### config.mk
export PLATFORM = sky130hd
export DESIGN_NAME = rfif_bitstream
export DESIGN_NICKNAME = d
export VERILOG_FILES = /design/src/rfif_bitstream.v /design/src/rfif_fifo.v /design/src/rfif_pcm_codec.v
export VERILOG_INCLUDE_DIRS = /design/src
export SDC_FILE = /design/constraint.sdc
export NUM_CORES = 1
export LEC_CHECK = 0
export BUFFER_PORTS_ARGS = -buffer_cell sky130_fd_sc_hd__buf_2
export CAP_MARGIN = 20
export CELL_PAD_IN_SITES_DETAIL_PLACEMENT = 1
export CELL_PAD_IN_SITES_GLOBAL_PLACEMENT = 1
export CORE_MARGIN = 2
export CORE_UTILIZATION = 25
export DETAILED_ROUTE_END_ITERATION = 8
export PLACE_DENSITY = 0.57
export SKIP_LAST_GASP = 1
export SLEW_MARGIN = 15
export SYNTH_ARGS = -nofsm -noshare
export SYNTH_HDL_FRONTEND = slang
export SYNTH_HIERARCHICAL = 1
export SYNTH_SLANG_ARGS = --single-unit
### constraint.sdc
create_clock -name aclk -period 4.3 [get_ports aclk]
set_input_delay 0.86 -clock aclk [delete_from_list [all_inputs] [get_ports aclk]]
set_output_delay 0.86 -clock aclk [all_outputs]
set_load 0.1 [all_outputs]
### src/rfif_map.vh
// Register offsets, field positions, reset values and timing for the radio bit-stream interface.
// Assumes a 32-bit AXI4-Lite register bus; every register sits in the low byte of one word.
`ifndef RFIF_MAP_VH
`define RFIF_MAP_VH

`define RFIF_ADDR_BAUD 8'h00
`define RFIF_ADDR_CODING 8'h04
`define RFIF_ADDR_MODE 8'h08
`define RFIF_ADDR_TX_DATA 8'h0c
`define RFIF_ADDR_TX_STATUS 8'h10
`define RFIF_ADDR_RX_DATA 8'h14
`define RFIF_ADDR_RX_STATUS 8'h18
`define RFIF_ADDR_START_PATTERN 8'h1c
`define RFIF_ADDR_IRQ_STATUS 8'h20
`define RFIF_ADDR_IRQ_MASK 8'h24

`define RFIF_CODING_START_HI 7
`define RFIF_CODING_START_LO 6
`define RFIF_CODING_ENABLE_BIT 5
`define RFIF_CODING_RX_EXT_CLK_BIT 4
`define RFIF_CODING_TX_CLK_OUT_BIT 3
`define RFIF_CODING_PCM_HI 2
`define RFIF_CODING_PCM_LO 0
`define RFIF_MODE_RX_EN_BIT 1
`define RFIF_MODE_TX_EN_BIT 0

`define RFIF_BAUD_RESET 6'h00
`define RFIF_CODING_RESET 8'h00
`define RFIF_MODE_RESET 2'h0
`define RFIF_PATTERN_RESET 8'h00
`define RFIF_MASK_RESET 4'h0

`define RFIF_PCM_NRZ 3'h0
`define RFIF_PCM_BIPHASE 3'h1
`define RFIF_PCM_MILLER 3'h2
`define RFIF_CODE_NRZ 2'h0
`define RFIF_CODE_BIPHASE 2'h1
`define RFIF_CODE_MILLER 2'h2

`define RFIF_START_BYPASS 2'h0
`define RFIF_START_PATTERN 2'h1
`define RFIF_START_EXTERNAL 2'h2

`define RFIF_IRQ_START_DET 0
`define RFIF_IRQ_RX_FULL 1
`define RFIF_IRQ_RX_BYTE 2
`define RFIF_IRQ_TX_EMPTY 3

`define RFIF_BAUD_UNIT_CYCLES 16'd16
`define RFIF_RESP_OKAY 2'h0
`define RFIF_RESP_SLVERR 2'h2

`endif

### src/rfif_bitstream.v
// Half-duplex radio bit-stream receiver and transmitter with an AXI4-Lite register slave.
// Assumes serial pins come from outside the clock domain; bus signals are on aclk.
//
// The register offsets and the AXI4-Lite interface to the registers were left to the implementer.
`timescale 1ns/1ps
`include "rfif_map.vh"
module rfif_bitstream #(
  parameter FIFO_DEPTH_LOG2 = 2
) (
  input wire aclk,
  input wire aresetn,
  input wire [7:0] s_axi_awaddr,
  input wire s_axi_awvalid,
  output wire s_axi_awready,
  input wire [31:0] s_axi_wdata,
  input wire [3:0] s_axi_wstrb,
  input wire s_axi_wvalid,
  output wire s_axi_wready,
  output reg [1:0] s_axi_bresp,
  output reg s_axi_bvalid,
  input wire s_axi_bready,
  input wire [7:0] s_axi_araddr,
  input wire s_axi_arvalid,
  output wire s_axi_arready,
  output reg [31:0] s_axi_rdata,
  output reg [1:0] s_axi_rresp,
  output reg s_axi_rvalid,
  input wire s_axi_rready,
  input wire serial_rx_data_in,
  input wire rx_bit_clock_in,
  input wire rx_match_in,
  output wire serial_tx_data_out,
  output reg tx_bit_clock_out,
  output wire pins_active,
  output wire irq_rx,
  output wire irq_tx
);
  reg [5:0] baud_reg;
  reg [7:0] coding_reg;
  reg [1:0] mode_reg;
  reg [7:0] pattern_reg;
  reg [3:0] irq_mask_reg;
  reg [3:0] irq_status_reg;
  reg tx_overrun_reg, rx_overrun_reg;
  reg aw_full_reg, w_full_reg, rd_pend_reg;
  reg [7:0] aw_addr_reg, ar_addr_reg, w_data_reg;
  reg w_lane_reg;
  reg rx_d_s1, rx_d_s2, clk_s1, clk_s2, clk_s3, match_s1, match_s2, match_s3;
  reg [2:0] filt_hist_reg;
  reg filt_reg;
  reg [15:0] rx_cnt_reg, tx_cnt_reg;
  reg prev_chip_reg, phase_reg, lock_phase_reg, started_reg;
  reg [7:0] win0_reg, win1_reg, rx_sh_reg, tx_sh_reg, tx_buf_reg;
  reg [3:0] rx_bits_reg, tx_bits_reg;
  reg tx_half_reg, tx_buf_valid_reg, tx_pend_reg;
  reg rx_full_d_reg, tx_empty_d_reg;
  reg [31:0] rdata_next;
  wire rx_active, tx_active, two_chip, ext_clk, tx_clk_en;
  wire [1:0] code;
  wire [1:0] start_mode;
  wire [15:0] chip_div;
  wire wr_fire, rd_fire, wr_hit, rd_stat, rd_rxdata;
  wire rx_edge, rx_chip_tick, rx_chip, dec_bit, bit_strobe, pattern_hit, ext_match;
  wire [7:0] win_new;
  wire rx_push, tx_push, tx_pop, tx_tick;
  wire rx_full, rx_empty, tx_full, tx_empty;
  wire [7:0] rx_pop_data, tx_pop_data;
  wire [3:0] irq_events;

  // The prescaler divides a chip from the bit period; two-chip codes run chips twice as fast.
  function [15:0] chip_cycles;
    input [5:0] sel;
    input two;
    reg [21:0] bit_cycles;
    begin
      bit_cycles = ({16'h0000, sel} + 22'h000001) * {6'h00, `RFIF_BAUD_UNIT_CYCLES};
      chip_cycles = two ? bit_cycles[16:1] : bit_cycles[15:0];
    end
  endfunction

  function is_two_chip;
    input [1:0] c;
    begin
      is_two_chip = (c == `RFIF_CODE_BIPHASE) || (c == `RFIF_CODE_MILLER);
    end
  endfunction

  // Receive wins when software enables both directions, so the line is never driven twice.
  assign rx_active = mode_reg[`RFIF_MODE_RX_EN_BIT];
  assign tx_active = mode_reg[`RFIF_MODE_TX_EN_BIT] & ~rx_active;
  assign pins_active = rx_active | tx_active;
  assign code = !coding_reg[`RFIF_CODING_ENABLE_BIT] ? `RFIF_CODE_NRZ :
    (coding_reg[2:0] == `RFIF_PCM_BIPHASE) ? `RFIF_CODE_BIPHASE :
    (coding_reg[2:0] == `RFIF_PCM_MILLER) ? `RFIF_CODE_MILLER : `RFIF_CODE_NRZ;
  assign two_chip = is_two_chip(code);
  assign chip_div = chip_cycles(baud_reg, two_chip);
  assign ext_clk = coding_reg[`RFIF_CODING_RX_EXT_CLK_BIT];
  assign tx_clk_en = coding_reg[`RFIF_CODING_TX_CLK_OUT_BIT];
  assign start_mode = coding_reg[`RFIF_CODING_START_HI:`RFIF_CODING_START_LO];

  // Register bus: address and data are taken in either order, answered once both are held.
  assign s_axi_awready = ~aw_full_reg & ~s_axi_bvalid;
  assign s_axi_wready = ~w_full_reg & ~s_axi_bvalid;
  assign s_axi_arready = ~rd_pend_reg & ~s_axi_rvalid;
  assign wr_fire = aw_full_reg & w_full_reg & ~s_axi_bvalid;
  assign wr_hit = (aw_addr_reg <= `RFIF_ADDR_IRQ_MASK) && (aw_addr_reg[1:0] == 2'h0) &&
    (aw_addr_reg != `RFIF_ADDR_RX_DATA);
  assign rd_fire = rd_pend_reg;
  assign rd_stat = rd_fire && (ar_addr_reg == `RFIF_ADDR_IRQ_STATUS);
  assign rd_rxdata = s_axi_arvalid & s_axi_arready & (s_axi_araddr == `RFIF_ADDR_RX_DATA);

  always @(posedge aclk) begin
    if (!aresetn) begin
      aw_full_reg <= 1'b0;
      w_full_reg <= 1'b0;
      rd_pend_reg <= 1'b0;
      aw_addr_reg <= 8'h00;
      ar_addr_reg <= 8'h00;
      w_data_reg <= 8'h00;
      w_lane_reg <= 1'b0;
      s_axi_bvalid <= 1'b0;
      s_axi_bresp <= `RFIF_RESP_OKAY;
      s_axi_rvalid <= 1'b0;
      s_axi_rresp <= `RFIF_RESP_OKAY;
      s_axi_rdata <= 32'h00000000;
    end else begin
      if (s_axi_awvalid && s_axi_awready) begin
        aw_full_reg <= 1'b1;
        aw_addr_reg <= s_axi_awaddr;
      end
      if (s_axi_wvalid && s_axi_wready) begin
        w_full_reg <= 1'b1;
        w_data_reg <= s_axi_wdata[7:0];
        w_lane_reg <= s_axi_wstrb[0];
      end
      if (wr_fire) begin
        aw_full_reg <= 1'b0;
        w_full_reg <= 1'b0;
        s_axi_bvalid <= 1'b1;
        s_axi_bresp <= wr_hit ? `RFIF_RESP_OKAY : `RFIF_RESP_SLVERR;
      end else if (s_axi_bready) begin
        s_axi_bvalid <= 1'b0;
      end
      if (s_axi_arvalid && s_axi_arready) begin
        rd_pend_reg <= 1'b1;
        ar_addr_reg <= s_axi_araddr;
      end
      // The extra cycle lets a popped receive byte settle in the buffer's output register.
      if (rd_fire) begin
        rd_pend_reg <= 1'b0;
        s_axi_rvalid <= 1'b1;
        s_axi_rdata <= rdata_next;
        s_axi_rresp <= ((ar_addr_reg <= `RFIF_ADDR_IRQ_MASK) && (ar_addr_reg[1:0] == 2'h0) &&
          (ar_addr_reg != `RFIF_ADDR_TX_DATA)) ? `RFIF_RESP_OKAY : `RFIF_RESP_SLVERR;
      end else if (s_axi_rready) begin
        s_axi_rvalid <= 1'b0;
      end
    end
  end

  always @* begin
    rdata_next = 32'h00000000;
    case (ar_addr_reg)
      `RFIF_ADDR_BAUD: rdata_next[5:0] = baud_reg;
      `RFIF_ADDR_CODING: rdata_next[7:0] = coding_reg;
      `RFIF_ADDR_MODE: rdata_next[1:0] = mode_reg;
      `RFIF_ADDR_TX_STATUS: rdata_next[3:0] = {tx_overrun_reg, tx_full, tx_empty,
        tx_empty & ~tx_pend_reg & ~tx_buf_valid_reg & (tx_bits_reg == 4'h0)};
      `RFIF_ADDR_RX_DATA: rdata_next[7:0] = rx_pop_data;
      `RFIF_ADDR_RX_STATUS: rdata_next[4:0] = {rx_overrun_reg, rx_full,
        irq_status_reg[`RFIF_IRQ_START_DET], started_reg & rx_active, ~rx_empty};
      `RFIF_ADDR_START_PATTERN: rdata_next[7:0] = pattern_reg;
      `RFIF_ADDR_IRQ_STATUS: rdata_next[3:0] = irq_status_reg;
      `RFIF_ADDR_IRQ_MASK: rdata_next[3:0] = irq_mask_reg;
      default: rdata_next = 32'h00000000;
    endcase
  end

  always @(posedge aclk) begin
    if (!aresetn) begin
      baud_reg <= `RFIF_BAUD_RESET;
      coding_reg <= `RFIF_CODING_RESET;
      mode_reg <= `RFIF_MODE_RESET;
      pattern_reg <= `RFIF_PATTERN_RESET;
      irq_mask_reg <= `RFIF_MASK_RESET;
    end else if (wr_fire && w_lane_reg) begin
      case (aw_addr_reg)
        `RFIF_ADDR_BAUD: baud_reg <= w_data_reg[5:0];
        `RFIF_ADDR_CODING: coding_reg <= w_data_reg;
        `RFIF_ADDR_MODE: mode_reg <= w_data_reg[1:0];
        `RFIF_ADDR_START_PATTERN: pattern_reg <= w_data_reg;
        `RFIF_ADDR_IRQ_MASK: irq_mask_reg <= w_data_reg[3:0];
        default: mode_reg <= mode_reg;
      endcase
    end
  end

  // Pins cross into aclk through two flip-flops before anything looks at them.
  always @(posedge aclk) begin
    if (!aresetn) begin
      {rx_d_s1, rx_d_s2, clk_s1, clk_s2, clk_s3} <= 5'h00;
      {match_s1, match_s2, match_s3} <= 3'h0;
      filt_hist_reg <= 3'h0;
      filt_reg <= 1'b0;
    end else begin
      rx_d_s1 <= serial_rx_data_in;
      rx_d_s2 <= rx_d_s1;
      clk_s1 <= rx_bit_clock_in;
      clk_s2 <= clk_s1;
      clk_s3 <= clk_s2;
      match_s1 <= rx_match_in;
      match_s2 <= match_s1;
      match_s3 <= match_s2;
      filt_hist_reg <= {filt_hist_reg[1:0], rx_d_s2};
      // Majority of three rejects single-sample glitches at the cost of three cycles of lag.
      filt_reg <= (filt_hist_reg[0] & filt_hist_reg[1]) | (filt_hist_reg[1] & filt_hist_reg[2]) |
        (filt_hist_reg[0] & filt_hist_reg[2]);
    end
  end

  // Recovered clock re-centres when filt_reg and filt_hist_reg[2] differ, which a clean filtered edge never causes; the external clock replaces it whole.
  assign rx_edge = filt_reg ^ filt_hist_reg[2];
  assign rx_chip_tick = ext_clk ? (clk_s2 & ~clk_s3) : (rx_cnt_reg == 16'h0000);
  assign rx_chip = ext_clk ? rx_d_s2 : filt_reg;
  assign bit_strobe = rx_chip_tick & (~two_chip | (phase_reg == lock_phase_reg));
  assign win_new = {(phase_reg ? win1_reg[6:0] : win0_reg[6:0]), dec_bit};
  assign pattern_hit = (start_mode == `RFIF_START_PATTERN) && rx_chip_tick &&
    (two_chip || !phase_reg) && (win_new == pattern_reg);
  assign ext_match = (start_mode == `RFIF_START_EXTERNAL) && match_s2 && !match_s3;
  assign rx_push = rx_active & started_reg & bit_strobe & (rx_bits_reg == 4'h7);

  always @(posedge aclk) begin
    if (!aresetn || !rx_active) begin
      rx_cnt_reg <= 16'h0000;
      prev_chip_reg <= 1'b0;
      phase_reg <= 1'b0;
      lock_phase_reg <= 1'b1;
      started_reg <= 1'b0;
      win0_reg <= 8'h00;
      win1_reg <= 8'h00;
      rx_sh_reg <= 8'h00;
      rx_bits_reg <= 4'h0;
    end else begin
      if (rx_edge) begin
        rx_cnt_reg <= {1'b0, chip_div[15:1]};
      end else if (rx_cnt_reg == 16'h0000) begin
        rx_cnt_reg <= chip_div - 16'h0001;
      end else begin
        rx_cnt_reg <= rx_cnt_reg - 16'h0001;
      end
      if (rx_chip_tick) begin
        prev_chip_reg <= rx_chip;
        phase_reg <= two_chip & ~phase_reg;
        if (phase_reg) begin
          win1_reg <= win_new;
        end else begin
          win0_reg <= win_new;
        end
      end
      if (!started_reg) begin
        if (start_mode == `RFIF_START_BYPASS || start_mode == 2'h3) begin
          started_reg <= 1'b1;
        end else if (pattern_hit) begin
          started_reg <= 1'b1;
          lock_phase_reg <= phase_reg;
        end else if (ext_match) begin
          started_reg <= 1'b1;
          lock_phase_reg <= 1'b0;
          phase_reg <= 1'b0;
        end
      end else if (bit_strobe) begin
        rx_sh_reg <= {rx_sh_reg[6:0], dec_bit};
        rx_bits_reg <= (rx_bits_reg == 4'h7) ? 4'h0 : rx_bits_reg + 4'h1;
      end
    end
  end

  rfif_fifo #(.WIDTH(8), .DEPTH_LOG2(FIFO_DEPTH_LOG2)) rx_fifo (
    .aclk(aclk),
    .aresetn(aresetn),
    .clear(wr_fire && w_lane_reg && aw_addr_reg == `RFIF_ADDR_RX_STATUS),
    .push(rx_push),
    .push_data({rx_sh_reg[6:0], dec_bit}),
    .pop(rd_rxdata),
    .pop_data_reg(rx_pop_data),
    .full(rx_full),
    .empty(rx_empty)
  );

  // Transmit: one byte waits in a holding register so the shifter reloads with no gap.
  assign tx_push = wr_fire & w_lane_reg & (aw_addr_reg == `RFIF_ADDR_TX_DATA);
  assign tx_pop = tx_active & ~tx_empty & ~tx_pend_reg & ~tx_buf_valid_reg;
  assign tx_tick = tx_active & (tx_cnt_reg == 16'h0000) & (tx_bits_reg != 4'h0);

  always @(posedge aclk) begin
    if (!aresetn || !tx_active) begin
      tx_cnt_reg <= 16'h0000;
      tx_sh_reg <= 8'h00;
      tx_buf_reg <= 8'h00;
      tx_bits_reg <= 4'h0;
      tx_half_reg <= 1'b0;
      tx_buf_valid_reg <= 1'b0;
      tx_pend_reg <= 1'b0;
      tx_bit_clock_out <= 1'b0;
    end else begin
      tx_pend_reg <= tx_pop;
      if (tx_pend_reg) begin
        tx_buf_reg <= tx_pop_data;
        tx_buf_valid_reg <= 1'b1;
      end
      if (tx_bits_reg == 4'h0 && tx_buf_valid_reg) begin
        tx_sh_reg <= tx_buf_reg;
        tx_bits_reg <= 4'h8;
        tx_half_reg <= 1'b0;
        tx_buf_valid_reg <= 1'b0;
        tx_cnt_reg <= 16'h0000;
      end else if (tx_tick) begin
        tx_cnt_reg <= chip_div - 16'h0001;
        tx_bit_clock_out <= tx_clk_en;
        if (two_chip && !tx_half_reg) begin
          tx_half_reg <= 1'b1;
        end else begin
          tx_half_reg <= 1'b0;
          tx_sh_reg <= {tx_sh_reg[6:0], 1'b0};
          tx_bits_reg <= tx_bits_reg - 4'h1;
        end
      end else if (tx_cnt_reg != 16'h0000) begin
        tx_cnt_reg <= tx_cnt_reg - 16'h0001;
        if (tx_cnt_reg == {1'b0, chip_div[15:1]}) begin
          tx_bit_clock_out <= 1'b0;
        end
      end
    end
  end

  rfif_fifo #(.WIDTH(8), .DEPTH_LOG2(FIFO_DEPTH_LOG2)) tx_fifo (
    .aclk(aclk),
    .aresetn(aresetn),
    .clear(wr_fire && w_lane_reg && aw_addr_reg == `RFIF_ADDR_TX_STATUS),
    .push(tx_push),
    .push_data(w_data_reg),
    .pop(tx_pop),
    .pop_data_reg(tx_pop_data),
    .full(tx_full),
    .empty(tx_empty)
  );

  rfif_pcm_codec codec (
    .aclk(aclk),
    .aresetn(aresetn),
    .code(code),
    .dec_first(prev_chip_reg),
    .dec_second(rx_chip),
    .dec_bit(dec_bit),
    .enc_clear(~tx_active),
    .enc_step(tx_tick),
    .enc_bit(tx_sh_reg[7]),
    .enc_half(tx_half_reg),
    .enc_chip_reg(serial_tx_data_out)
  );

  assign irq_events = {tx_empty & ~tx_empty_d_reg & tx_active, rx_push,
    rx_full & ~rx_full_d_reg, (pattern_hit | ext_match) & ~started_reg};

  // Overrun and interrupt flags: a new event in the clearing cycle keeps its flag set.
  always @(posedge aclk) begin
    if (!aresetn) begin
      irq_status_reg <= 4'h0;
      tx_overrun_reg <= 1'b0;
      rx_overrun_reg <= 1'b0;
      rx_full_d_reg <= 1'b0;
      tx_empty_d_reg <= 1'b1;
    end else begin
      rx_full_d_reg <= rx_full;
      tx_empty_d_reg <= tx_empty;
      irq_status_reg <= (rd_stat ? 4'h0 : irq_status_reg) | irq_events;
      tx_overrun_reg <= (tx_push & tx_full) |
        (tx_overrun_reg & ~(wr_fire & w_lane_reg & aw_addr_reg == `RFIF_ADDR_TX_STATUS));
      rx_overrun_reg <= (rx_push & rx_full) |
        (rx_overrun_reg & ~(wr_fire & w_lane_reg & aw_addr_reg == `RFIF_ADDR_RX_STATUS));
    end
  end

  assign irq_rx = |(irq_status_reg[2:0] & irq_mask_reg[2:0]);
  assign irq_tx = irq_status_reg[`RFIF_IRQ_TX_EMPTY] & irq_mask_reg[`RFIF_IRQ_TX_EMPTY];
endmodule // rfif_bitstream

### src/rfif_fifo.v
// Small synchronous FIFO with registered read data for the byte buffers.
// Assumes one clock; pop and clear are single-cycle strobes from the same domain.
`timescale 1ns/1ps
module rfif_fifo #(
  parameter WIDTH = 8,
  parameter DEPTH_LOG2 = 2
) (
  input wire aclk,
  input wire aresetn,
  input wire clear,
  input wire push,
  input wire [WIDTH-1:0] push_data,
  input wire pop,
  output reg [WIDTH-1:0] pop_data_reg,
  output wire full,
  output wire empty
);
  localparam DEPTH = 1 << DEPTH_LOG2;
  reg [WIDTH-1:0] mem [0:DEPTH-1];
  reg [DEPTH_LOG2:0] wptr_reg;
  reg [DEPTH_LOG2:0] rptr_reg;
  wire do_push;
  wire do_pop;

  assign full = (wptr_reg[DEPTH_LOG2] != rptr_reg[DEPTH_LOG2]) &&
    (wptr_reg[DEPTH_LOG2-1:0] == rptr_reg[DEPTH_LOG2-1:0]);
  assign empty = (wptr_reg == rptr_reg);
  // A push into a full buffer or a pop from an empty one is dropped here.
  assign do_push = push & ~full;
  assign do_pop = pop & ~empty;

  always @(posedge aclk) begin
    if (do_push) begin
      mem[wptr_reg[DEPTH_LOG2-1:0]] <= push_data;
    end
  end

  always @(posedge aclk) begin
    if (!aresetn || clear) begin
      wptr_reg <= {(DEPTH_LOG2+1){1'b0}};
      rptr_reg <= {(DEPTH_LOG2+1){1'b0}};
      pop_data_reg <= {WIDTH{1'b0}};
    end else begin
      if (do_push) begin
        wptr_reg <= wptr_reg + 1'b1;
      end
      if (do_pop) begin
        pop_data_reg <= mem[rptr_reg[DEPTH_LOG2-1:0]];
        rptr_reg <= rptr_reg + 1'b1;
      end
    end
  end
endmodule // rfif_fifo

### src/rfif_pcm_codec.v
// PCM chip coder: combinational decoder of one bit from its chips, registered encoder.
// Assumes the caller steps the encoder once per chip and gives the chip index within the bit.
`timescale 1ns/1ps
`include "rfif_map.vh"
module rfif_pcm_codec (
  input wire aclk,
  input wire aresetn,
  input wire [1:0] code,
  input wire dec_first,
  input wire dec_second,
  output reg dec_bit,
  input wire enc_clear,
  input wire enc_step,
  input wire enc_bit,
  input wire enc_half,
  output reg enc_chip_reg
);
  reg last_bit_reg;
  reg enc_chip_next;

  always @* begin
    case (code)
      `RFIF_CODE_BIPHASE: dec_bit = dec_first;
      `RFIF_CODE_MILLER: dec_bit = dec_first ^ dec_second;
      default: dec_bit = dec_second;
    endcase
  end

  // Miller keeps the line level and toggles it mid-bit for a one, and at a bit edge
  // only between two zeros, so the chip register itself is the code state.
  always @* begin
    case (code)
      `RFIF_CODE_BIPHASE: enc_chip_next = enc_half ? ~enc_bit : enc_bit;
      `RFIF_CODE_MILLER: begin
        if (enc_half) begin
          enc_chip_next = enc_bit ? ~enc_chip_reg : enc_chip_reg;
        end else begin
          enc_chip_next = (!enc_bit && !last_bit_reg) ? ~enc_chip_reg : enc_chip_reg;
        end
      end
      default: enc_chip_next = enc_bit;
    endcase
  end

  always @(posedge aclk) begin
    if (!aresetn || enc_clear) begin
      enc_chip_reg <= 1'b0;
      last_bit_reg <= 1'b1;
    end else if (enc_step) begin
      enc_chip_reg <= enc_chip_next;
      if (enc_half || code != `RFIF_CODE_MILLER) begin
        last_bit_reg <= enc_bit;
      end
    end
  end
endmodule // rfif_pcm_codec

# After elaboration in Yosys (flattened, before gate mapping)
# Memories as Yosys holds them, arrays and structs flattened. A register that Yosys moved wholly into a read port is not among the register bits.
# Cells that the tools add are included.
# word_totals
mem_bits_rw	64
memories	2
output_inout_bits	46
wordCells	319
regBits	189
in_bits	62
# op_classes
add_sub_neg	10
order_cmp	2
reduce_logical	73
eq_ne	39
bitwise_logic	80
muxes	56
# mem_list
memory	depth	word_bits	rd	rd_clocked_by_memory_dff	write_ports	line	rtl
rx_fifo.mem	4	8	1	1	1	rfif_fifo.v:19	reg [WIDTH-1:0] mem [0:DEPTH-1];
tx_fifo.mem	4	8	1	1	1	rfif_fifo.v:19	
# ops
operator	count
$eq A8 B5 Y1 const B	8
$mux W16	3
$and A1 B1 Y1	42
$logic_not A16 Y1	2
$sub A16 B1 Y16 const B	2
$mux W1	30
$not A1 Y1	27
$eq A8 B4 Y1 const B	3
$eq A8 B6 Y1 const B	3
$mux W8	3
$reduce_and A2 Y1	11
$logic_and A1 B1 Y1	21
$mux W4	5
$pmux W2 S9	1
$eq A16 B10 Y1	1
$eq A8 B3 Y1 const B	2
$le A8 B6 Y1 const B	2
$logic_not A8 Y1	2
$pmux W2 S8	1
$reduce_bool A16 Y1	1
$mux W15	1
$add A3 B1 Y3 const B	4
$reduce_bool A2 Y1	6
$sub A11 B1 Y12 const B	1
other kinds (37)	78

# Longest topological paths before layout
# Gate-level depths: netlist of the first run.
# depth
depth_word	14
depth_mapped	11
ltp_nobuf	11

# Modules after synthesis
# The synthesis of the first run kept the hierarchy.
# by_module_without_submodules
module	instances	seq_area_each_um2	area_each_um2	cells_per_inst
rfif_bitstream	1	3463.3	8708.4	1001
rfif_fifo at rx_fifo	1	1241.2	1981.9	130
rfif_fifo at tx_fifo	1	1241.2	1944.4	130
rfif_pcm_codec	1	40.0	215.2	28

# Least setup slack after synthesis of the first run
# OpenSTA, ideal clock, no wires.
# synth_path
kind	reg-to-reg
startpoint	register s_axi_rvalid
endpoint	register rx_fifo.pop_data_reg[0] (read register of rx_fifo.mem)
stages_incl_launch_ff	8
required_ns	4.180
slack_ns	0.993
period_less_slack_ns	3.307
path_buffers	2
setup_ns	0.120
t_arrival_ns	3.188
cell_sequence	dfxtp_1 > nor2_1 > and2_1 > clkbuf_1 > and3_1 > o31ai_2 > buf_6 > mux2i_1
# synth_via
elab_chain_len	5
# synth_lines
item	line	rtl
start, declared	rfif_bitstream.v:27	output reg s_axi_rvalid,
start signal, assigned	rfif_bitstream.v:123	s_axi_rvalid <= 1'b0;
start signal, assigned	rfif_bitstream.v:151	s_axi_rvalid <= 1'b1;
start signal, assigned	rfif_bitstream.v:156	s_axi_rvalid <= 1'b0;
$not A1 Y1	rfif_bitstream.v:104	assign s_axi_arready = ~rd_pend_reg & ~s_axi_rvalid;
$and A1 B1 Y1	rfif_bitstream.v:104	
via s_axi_arready	rfif_bitstream.v:24	output wire s_axi_arready,
$and A1 B1 Y1 (2 in series)	rfif_bitstream.v:110	assign rd_rxdata = s_axi_arvalid & s_axi_arready & (s_axi_araddr == `RFIF_ADDR_RX_DATA);
via rd_rxdata	rfif_bitstream.v:62	wire wr_fire, rd_fire, wr_hit, rd_stat, rd_rxdata;
$and A1 B1 Y1	rfif_fifo.v:30	assign do_pop = pop & ~empty;
end, declared	rfif_fifo.v:14	output reg [WIDTH-1:0] pop_data_reg,
# The timed path passes the listed nets, and every way through them passes these cells.
# A chain may end at the register's enable or synchronous reset.

# Worst setup path after layout of the first run
# layout_path
startpoint	register rx_cnt_reg[4]
endpoint	memory rx_fifo.mem[2][4], enable pin
# layout_via
elab_chain_len	8
# layout_lines
item	line	rtl
start, declared	rfif_bitstream.v:51	reg [15:0] rx_cnt_reg, tx_cnt_reg;
start signal, assigned	rfif_bitstream.v:245	rx_cnt_reg <= {1'b0, chip_div[15:1]};
start signal, assigned	rfif_bitstream.v:247	rx_cnt_reg <= chip_div - 16'h0001;
start signal, assigned	rfif_bitstream.v:249	rx_cnt_reg <= rx_cnt_reg - 16'h0001;
$logic_not A16 Y1	rfif_bitstream.v:223	assign rx_chip_tick = ext_clk ? (clk_s2 & ~clk_s3) : (rx_cnt_reg == 16'h0000);
$mux W1	rfif_bitstream.v:223	
$and A1 B1 Y1	rfif_bitstream.v:225	assign bit_strobe = rx_chip_tick & (~two_chip | (phase_reg == lock_phase_reg));
$and A1 B1 Y1 (2 in series)	rfif_bitstream.v:230	assign rx_push = rx_active & started_reg & bit_strobe & (rx_bits_reg == 4'h7);
via rx_push	rfif_bitstream.v:65	wire rx_push, tx_push, tx_pop, tx_tick;
$and A1 B1 Y1	rfif_fifo.v:29	assign do_push = push & ~full;
$mux W1	rfif_fifo.v:33	if (do_push) begin
$mux W1 (not written as such)	rfif_fifo.v:34	mem[wptr_reg[DEPTH_LOG2-1:0]] <= push_data;
end, declared	rfif_fifo.v:19	
# The timed path passes the listed nets, and every way through them passes these cells.

==> qor.yml, run 1 <==
outcome:
  status: "completed"
setup_path:
  critical_path_class: "flop to flop"
  critPathArrivalTime_ns: 3.53
  worst-path-max-fanout: 12
  required_ns: 4.50
  rr_startpoint: "rx_cnt_reg[4]"
  cp-startpoint: "rx_cnt_reg[4]"
  critPathLaunchType: "flop"
  end_kind: "flop"
global_routing:
  grt_pass1_wl_um: 54900
  gr-usage-met3: 0.0193
  grt_pass1_vias: 9800
  grt_util_met1: 0.168
  grt_busiest_layer: "met2"
  grt_start_max_net_pins: 49
  grt_use_total: 0.128
  gr-usage-met2: 0.218
  grt_overflow: 0
  antenna_found_initial: 0
worst_hold_path:
  min_from: "match_s1"
  holdCritPathClass: "flop to flop"
sta:
  maxSlewViolCount: 0
  max_freq_ghz: 0.300
  fin_skew_ns: 0.0119
  final.setup.worst_slack_ns: 0.971
  worst_pin_slew_ns: 0.974
  final_hold_viol_count: 0
  fin_crit_sh: 0.774
  max-slew-margin-rel: 0.346
  holdWs_ns: 0.437
  layout_min_cycle_time_ns: 3.33
  setup_viol: 0
  rsz0062_at_grt: "no"
  final.setup.tns_ns: 0
pwr:
  leakage_nw: 5.55
  clock_power_share: 0.472
  power_mw: 5.67
  switchingPower_mw: 1.42
  intPower_mw: 4.25
  swShare: 0.250
  p_seq_frac: 0.467
  peakVddDrop_mv: 0.213
  power_per_cell_area_nw_per_um2: 383
  comb_power_share: 0.061
yosys:
  syn_area_per_cell_um2: 9.97
  synth_cell_type_count: 86
  synth_enable_flop_cells: 64
  synth-main-ff-cell: "dfxtp_1"
  async_flop_share: 0
  yosysWarningCount: 6
  ys_seq_area_frac: 0.466
  synth_cells: 1289
  syn_area_um2: 12800
  ys_ff_latch: 267
placed_design:
  place_inst: 1983
  post-place-ws_ns: 0.931
  dp_hpwl_um: 24600
  numPortBuffers: 54
  place_area_um2: 13800
  place_congestion: 0.758
layout:
  drive_gt1_frac: 0.128
  multi_input_area_um2: 6380
  area_delta_synth_final_pct: 15.3
  mostFrequentLayoutCells: "dfxtp_1 (203), nand2_1 (164), mux2i_1 (108)"
  postLayoutCellArea_um2: 14800
  n_antenna_cell: 0
  post-route-util: 0.290
  final_common_cell: "dfxtp_1"
  register_area_um2: 5990
  instances_no_fill: 2040
  fill_cells: 5875
  nets: 1420
floorplan:
  start_util: 0.251
  core.rowCount: 83
  die_area_um2: 53200
  ios: 108
  die_h_um: 231
  die_w_um: 231
  core-area_um2: 51100
cts:
  cts_buffer_depth: 3
  clk_pin_slew_ns: 0.07
  htree_levels: 1
  cts_tree: "built"
  cts_root_buf: "clkbuf_16"
  post_cts_resize_count: 0
  ctsHoldBuffers: 0
  post-cts-setup-buffer-count: 0
  cts_inserted_buffers: 31
  clkLatencyLatePin_ns: 0.57
  cts_sinks: 267
route:
  firstDrtPassIters: 4
  viasPerCell: 4.63
  detail_route.wl_per_cell_um: 16.6
  ant_nets: 0
  detail_route.iter0.violations: 526
  routed_wl_um: 33900
  drc: 0
  vias: 9438
flow_run:
  drv_cap: 0
-- power by group through the flow --
stage | Sequential, mW | Clock [mW] | Combinational (mW)
2_1_floorplan | 2.70 | 0 | 0.273
3_3_place_gp | 2.70 | 0 | 0.338
3_5_place_dp | 2.70 | 0 | 0.345
4_1_cts | 2.65 | 2.77 | 0.346
5_1_grt | 2.65 | 2.88 | 0.370
6_report | 2.65 | 2.68 | 0.344
-- final cells by class --
class | count | share of cell area
multi-input combinational | 925 | 0.431
sequential | 267 | 0.404
tap | 680 | 0.0574
clock buffer | 35 | 0.0540
timing repair buffer | 75 | 0.0289
clock inverter | 22 | 0.0159
inverter | 36 | 0.00912
-- cells by family (layout without fill, tap and decap cells) --
family / Yosys count / after routing / share of synthesized area
and+or+nand+nor: 472 / 472 / 0.185
other: 1 / 26 / 0.000292
muxes: 130 / 130 / 0.118
buffers and inverters: 122 / 168 / 0.0473
AOI/OAI and AO/OA: 210 / 210 / 0.114
xor gates and xnor gates: 65 / 65 / 0.0478
DFF: 267 / 267 / 0.466
adders and majority gates: 22 / 22 / 0.0214
-- path summary, 6_finish.rpt --
check | cells past startpoint | end | slack [ns]
max reg2reg | 7 | rx_fifo/mem[2][4] | 0.97
max | 7 | rx_fifo/mem[2][4] | 0.97
min reg2reg | 1 | match_s2 | 0.44
min | 1 | match_s2 | 0.44
-- critical path: stages (launching register included) --
cell and delay [ns]:
dfxtp_1 0.34, nor4_1 0.53, nand4_1 0.32, a221oi_2 0.35, buf_4 0.28, and3_1 0.43, o31a_4 0.25, and2_1 0.44
-- synth_stat cells, types with 7 or more instances --
cell,instances,share of area
a211oi_1,16,0.0093
a21boi_0,31,0.018
a21oi_1,43,0.017
a32oi_1,9,0.0061
and2_1,28,0.014
buf_4,26,0.015
clkbuf_1,46,0.013
dfxtp_1,203,0.32
edfxtp_1,64,0.15
ha_1,22,0.021
inv_1,36,0.011
mux2i_1,108,0.084
mux4_2,15,0.026
nand2_1,164,0.048
nand2b_1,9,0.0044
nand3_1,24,0.0093
nand3b_1,7,0.0041
nand4_1,10,0.0049
nor2_1,96,0.028
nor2b_1,51,0.025
nor3_1,17,0.0066
nor4_1,14,0.0068
nor4b_1,7,0.0048
o21a_1,7,0.0041
o21ai_0,33,0.013
xnor2_1,31,0.021
xor2_1,30,0.020
-- metal layers --
metal  routed length (µm)  part of all wire
met2                16100              0.47
met4                  735             0.022
met1                15800              0.47
met3                 1310             0.039
met5                    0                 0
(Power assumes the default switching activity.)
==> run 2, diff against run 1 <==
==> constraint.sdc (replaced) <==
create_clock -name aclk -period 3.5 [get_ports aclk]
set_input_delay 0.7 -clock aclk [delete_from_list [all_inputs] [get_ports aclk]]
set_output_delay 0.7 -clock aclk [all_outputs]
set_load 0.1 [all_outputs]
==> run 2 against run 1 <==
Effect of this change:
- die area unchanged
- first-iteration DRC count decreased by 32%
- utilization increased by 0.086 points
- highest routed layer unchanged
- largest power group is now sequential cells
- clock skew decreased by 0.0022 ns
- largest cell class unchanged
==> qor.yml, run 2 (same netlist as run 1, synthesis figures left out) <==
outcome:
  status: "completed"
setup_path:
  end_kind: "flop"
  worst-path-max-fanout: 5
  slowest_delay_ns: 0.48
  critPathBufInv: 1
  critical_path.slowest_cell: "o32ai_1"
  critPathArrivalTime_ns: 3.46
  critical_path.top_delay_family: "simple AND/OR/NAND/NOR gates"
  required_ns: 3.95
  path_cells: "nand2b_1 -> nor3b_1 -> inv_1 -> ha_1 -> o32ai_1 -> xnor2_1 -> nand4_1 -> nor4b_1 -> o21ai_0 -> a211o_1"
  critPathLaunchType: "flop"
  critical_path_class: "flop to flop"
cts:
  clkLatencyLatePin_ns: 0.56
  cts_tree: "built"
  cts_buffer_depth: 3
  clk_pin_slew_ns: 0.06
  post_cts_resize_count: 0
  htree_levels: 1
  cts_root_buf: "clkbuf_16"
  cts_inserted_buffers: 30
  cts_sinks: 267
  ctsHoldBuffers: 0
  post-cts-setup-buffer-count: 0
sta:
  fin_crit_sh: 0.862
  rsz0062_at_grt: "no"
  final.setup.worst_slack_ns: 0.483
  final.setup.tns_ns: 0
  max-slew-margin-rel: 0.405
  fin_skew_ns: 0.00963
  final_hold_viol_count: 0
  setup_viol: 0
  maxSlewViolCount: 0
  layout_min_cycle_time_ns: 3.02
  worst_pin_slew_ns: 0.893
  max_freq_ghz: 0.331
global_routing:
  grt_pass1_wl_um: 54800
  grt_start_max_net_pins: 48
  grt_use_total: 0.127
  antenna_found_initial: 0
  grt_overflow: 0
  grt_pass1_vias: 9784
placed_design:
  place_congestion: 0.781
  post-place-ws_ns: 0.455
  numPortBuffers: 54
  dp_hpwl_um: 24800
floorplan:
  die_w_um: 231
  core.rowCount: 83
  start_util: 0.251
  ios: 108
  core-area_um2: 51100
  die_h_um: 231
  die_area_um2: 53200
layout:
  drive_gt1_frac: 0.133
  mostFrequentLayoutCells: "dfxtp_1 (203), nand2_1 (164), mux2i_1 (108)"
  final_common_cell: "dfxtp_1"
  fill_cells: 5893
  nets: 1434
  area_delta_synth_final_pct: 15.6
  n_antenna_cell: 0
route:
  drc: 0
  detail_route.wl_per_cell_um: 16.6
  routed_wl_um: 34000
  viasPerCell: 4.60
  detail_route.iter0.violations: 358
  firstDrtPassIters: 4
  ant_nets: 0
  vias: 9458
flow_run:
  drv_cap: 0
pwr:
  p_seq_frac: 0.480
  intPower_mw: 5.09
  swShare: 0.248
  peakVddDrop_mv: 0.351
  switchingPower_mw: 1.68
  leakage_nw: 5.60
  power_per_cell_area_nw_per_um2: 455
  clock_power_share: 0.456
  comb_power_share: 0.064
worst_hold_path:
  holdCritPathClass: "input pin to flop"
[run 2: worst paths after layout]
check	from	to	slack, ns	cells past startpoint
max reg2reg	coding_reg[2]	lock_phase_reg	0.48	10
min	rx_bit_clock_in	clk_s1	0.35	2
max	coding_reg[2]	lock_phase_reg	0.48	10
min reg2reg	match_s1	match_s2	0.43	1
[run 2: power by group through the flow]
stage	Combinational, mW	Clock (mW)	Sequential [mW]
floorplan	0.336	0	3.32
global placement	0.427	0	3.32
detailed placement	0.432	0	3.32
CTS	0.433	3.19	3.25
global route	0.462	3.31	3.26
finish	0.430	3.09	3.25
[run 2: metal layers]
metal | vias to the layer above | GRT usage | routed length (µm)
met2 | 120 | 0.216 | 16000
met1 | 4653 | 0.170 | 16300
met5 | - | 0 | 0
li1 | 4642 | - | -
met3 | 43 | 0.0161 | 1040
met4 | 0 | 0.0341 | 713
[run 2: per-stage QoR]
stage	hold WS (ns)	cell area [µm²]	utilization	instances	power, mW
global placement	0.426	13900	0.272	1998	3.74
global route	0.337	14900	0.291	2054	7.03
detailed placement	0.432	13900	0.272	1998	3.75
CTS	0.322	14900	0.291	2054	6.88
floorplan	0.412	12900	-	1314	3.65
finish	0.349	14900	0.291	2054	6.77
[run 2: final cells by class]
type                    count  area [µm²]  share of cell area
multi-input cells         925        6380               0.429
flip-flops and latches    267        5990               0.403
well taps                 680         851              0.0573
clock buffers              37         818              0.0551
repair buffers             90         541              0.0364
clock inverters            19         149              0.0100
inverters                  36         135             0.00909
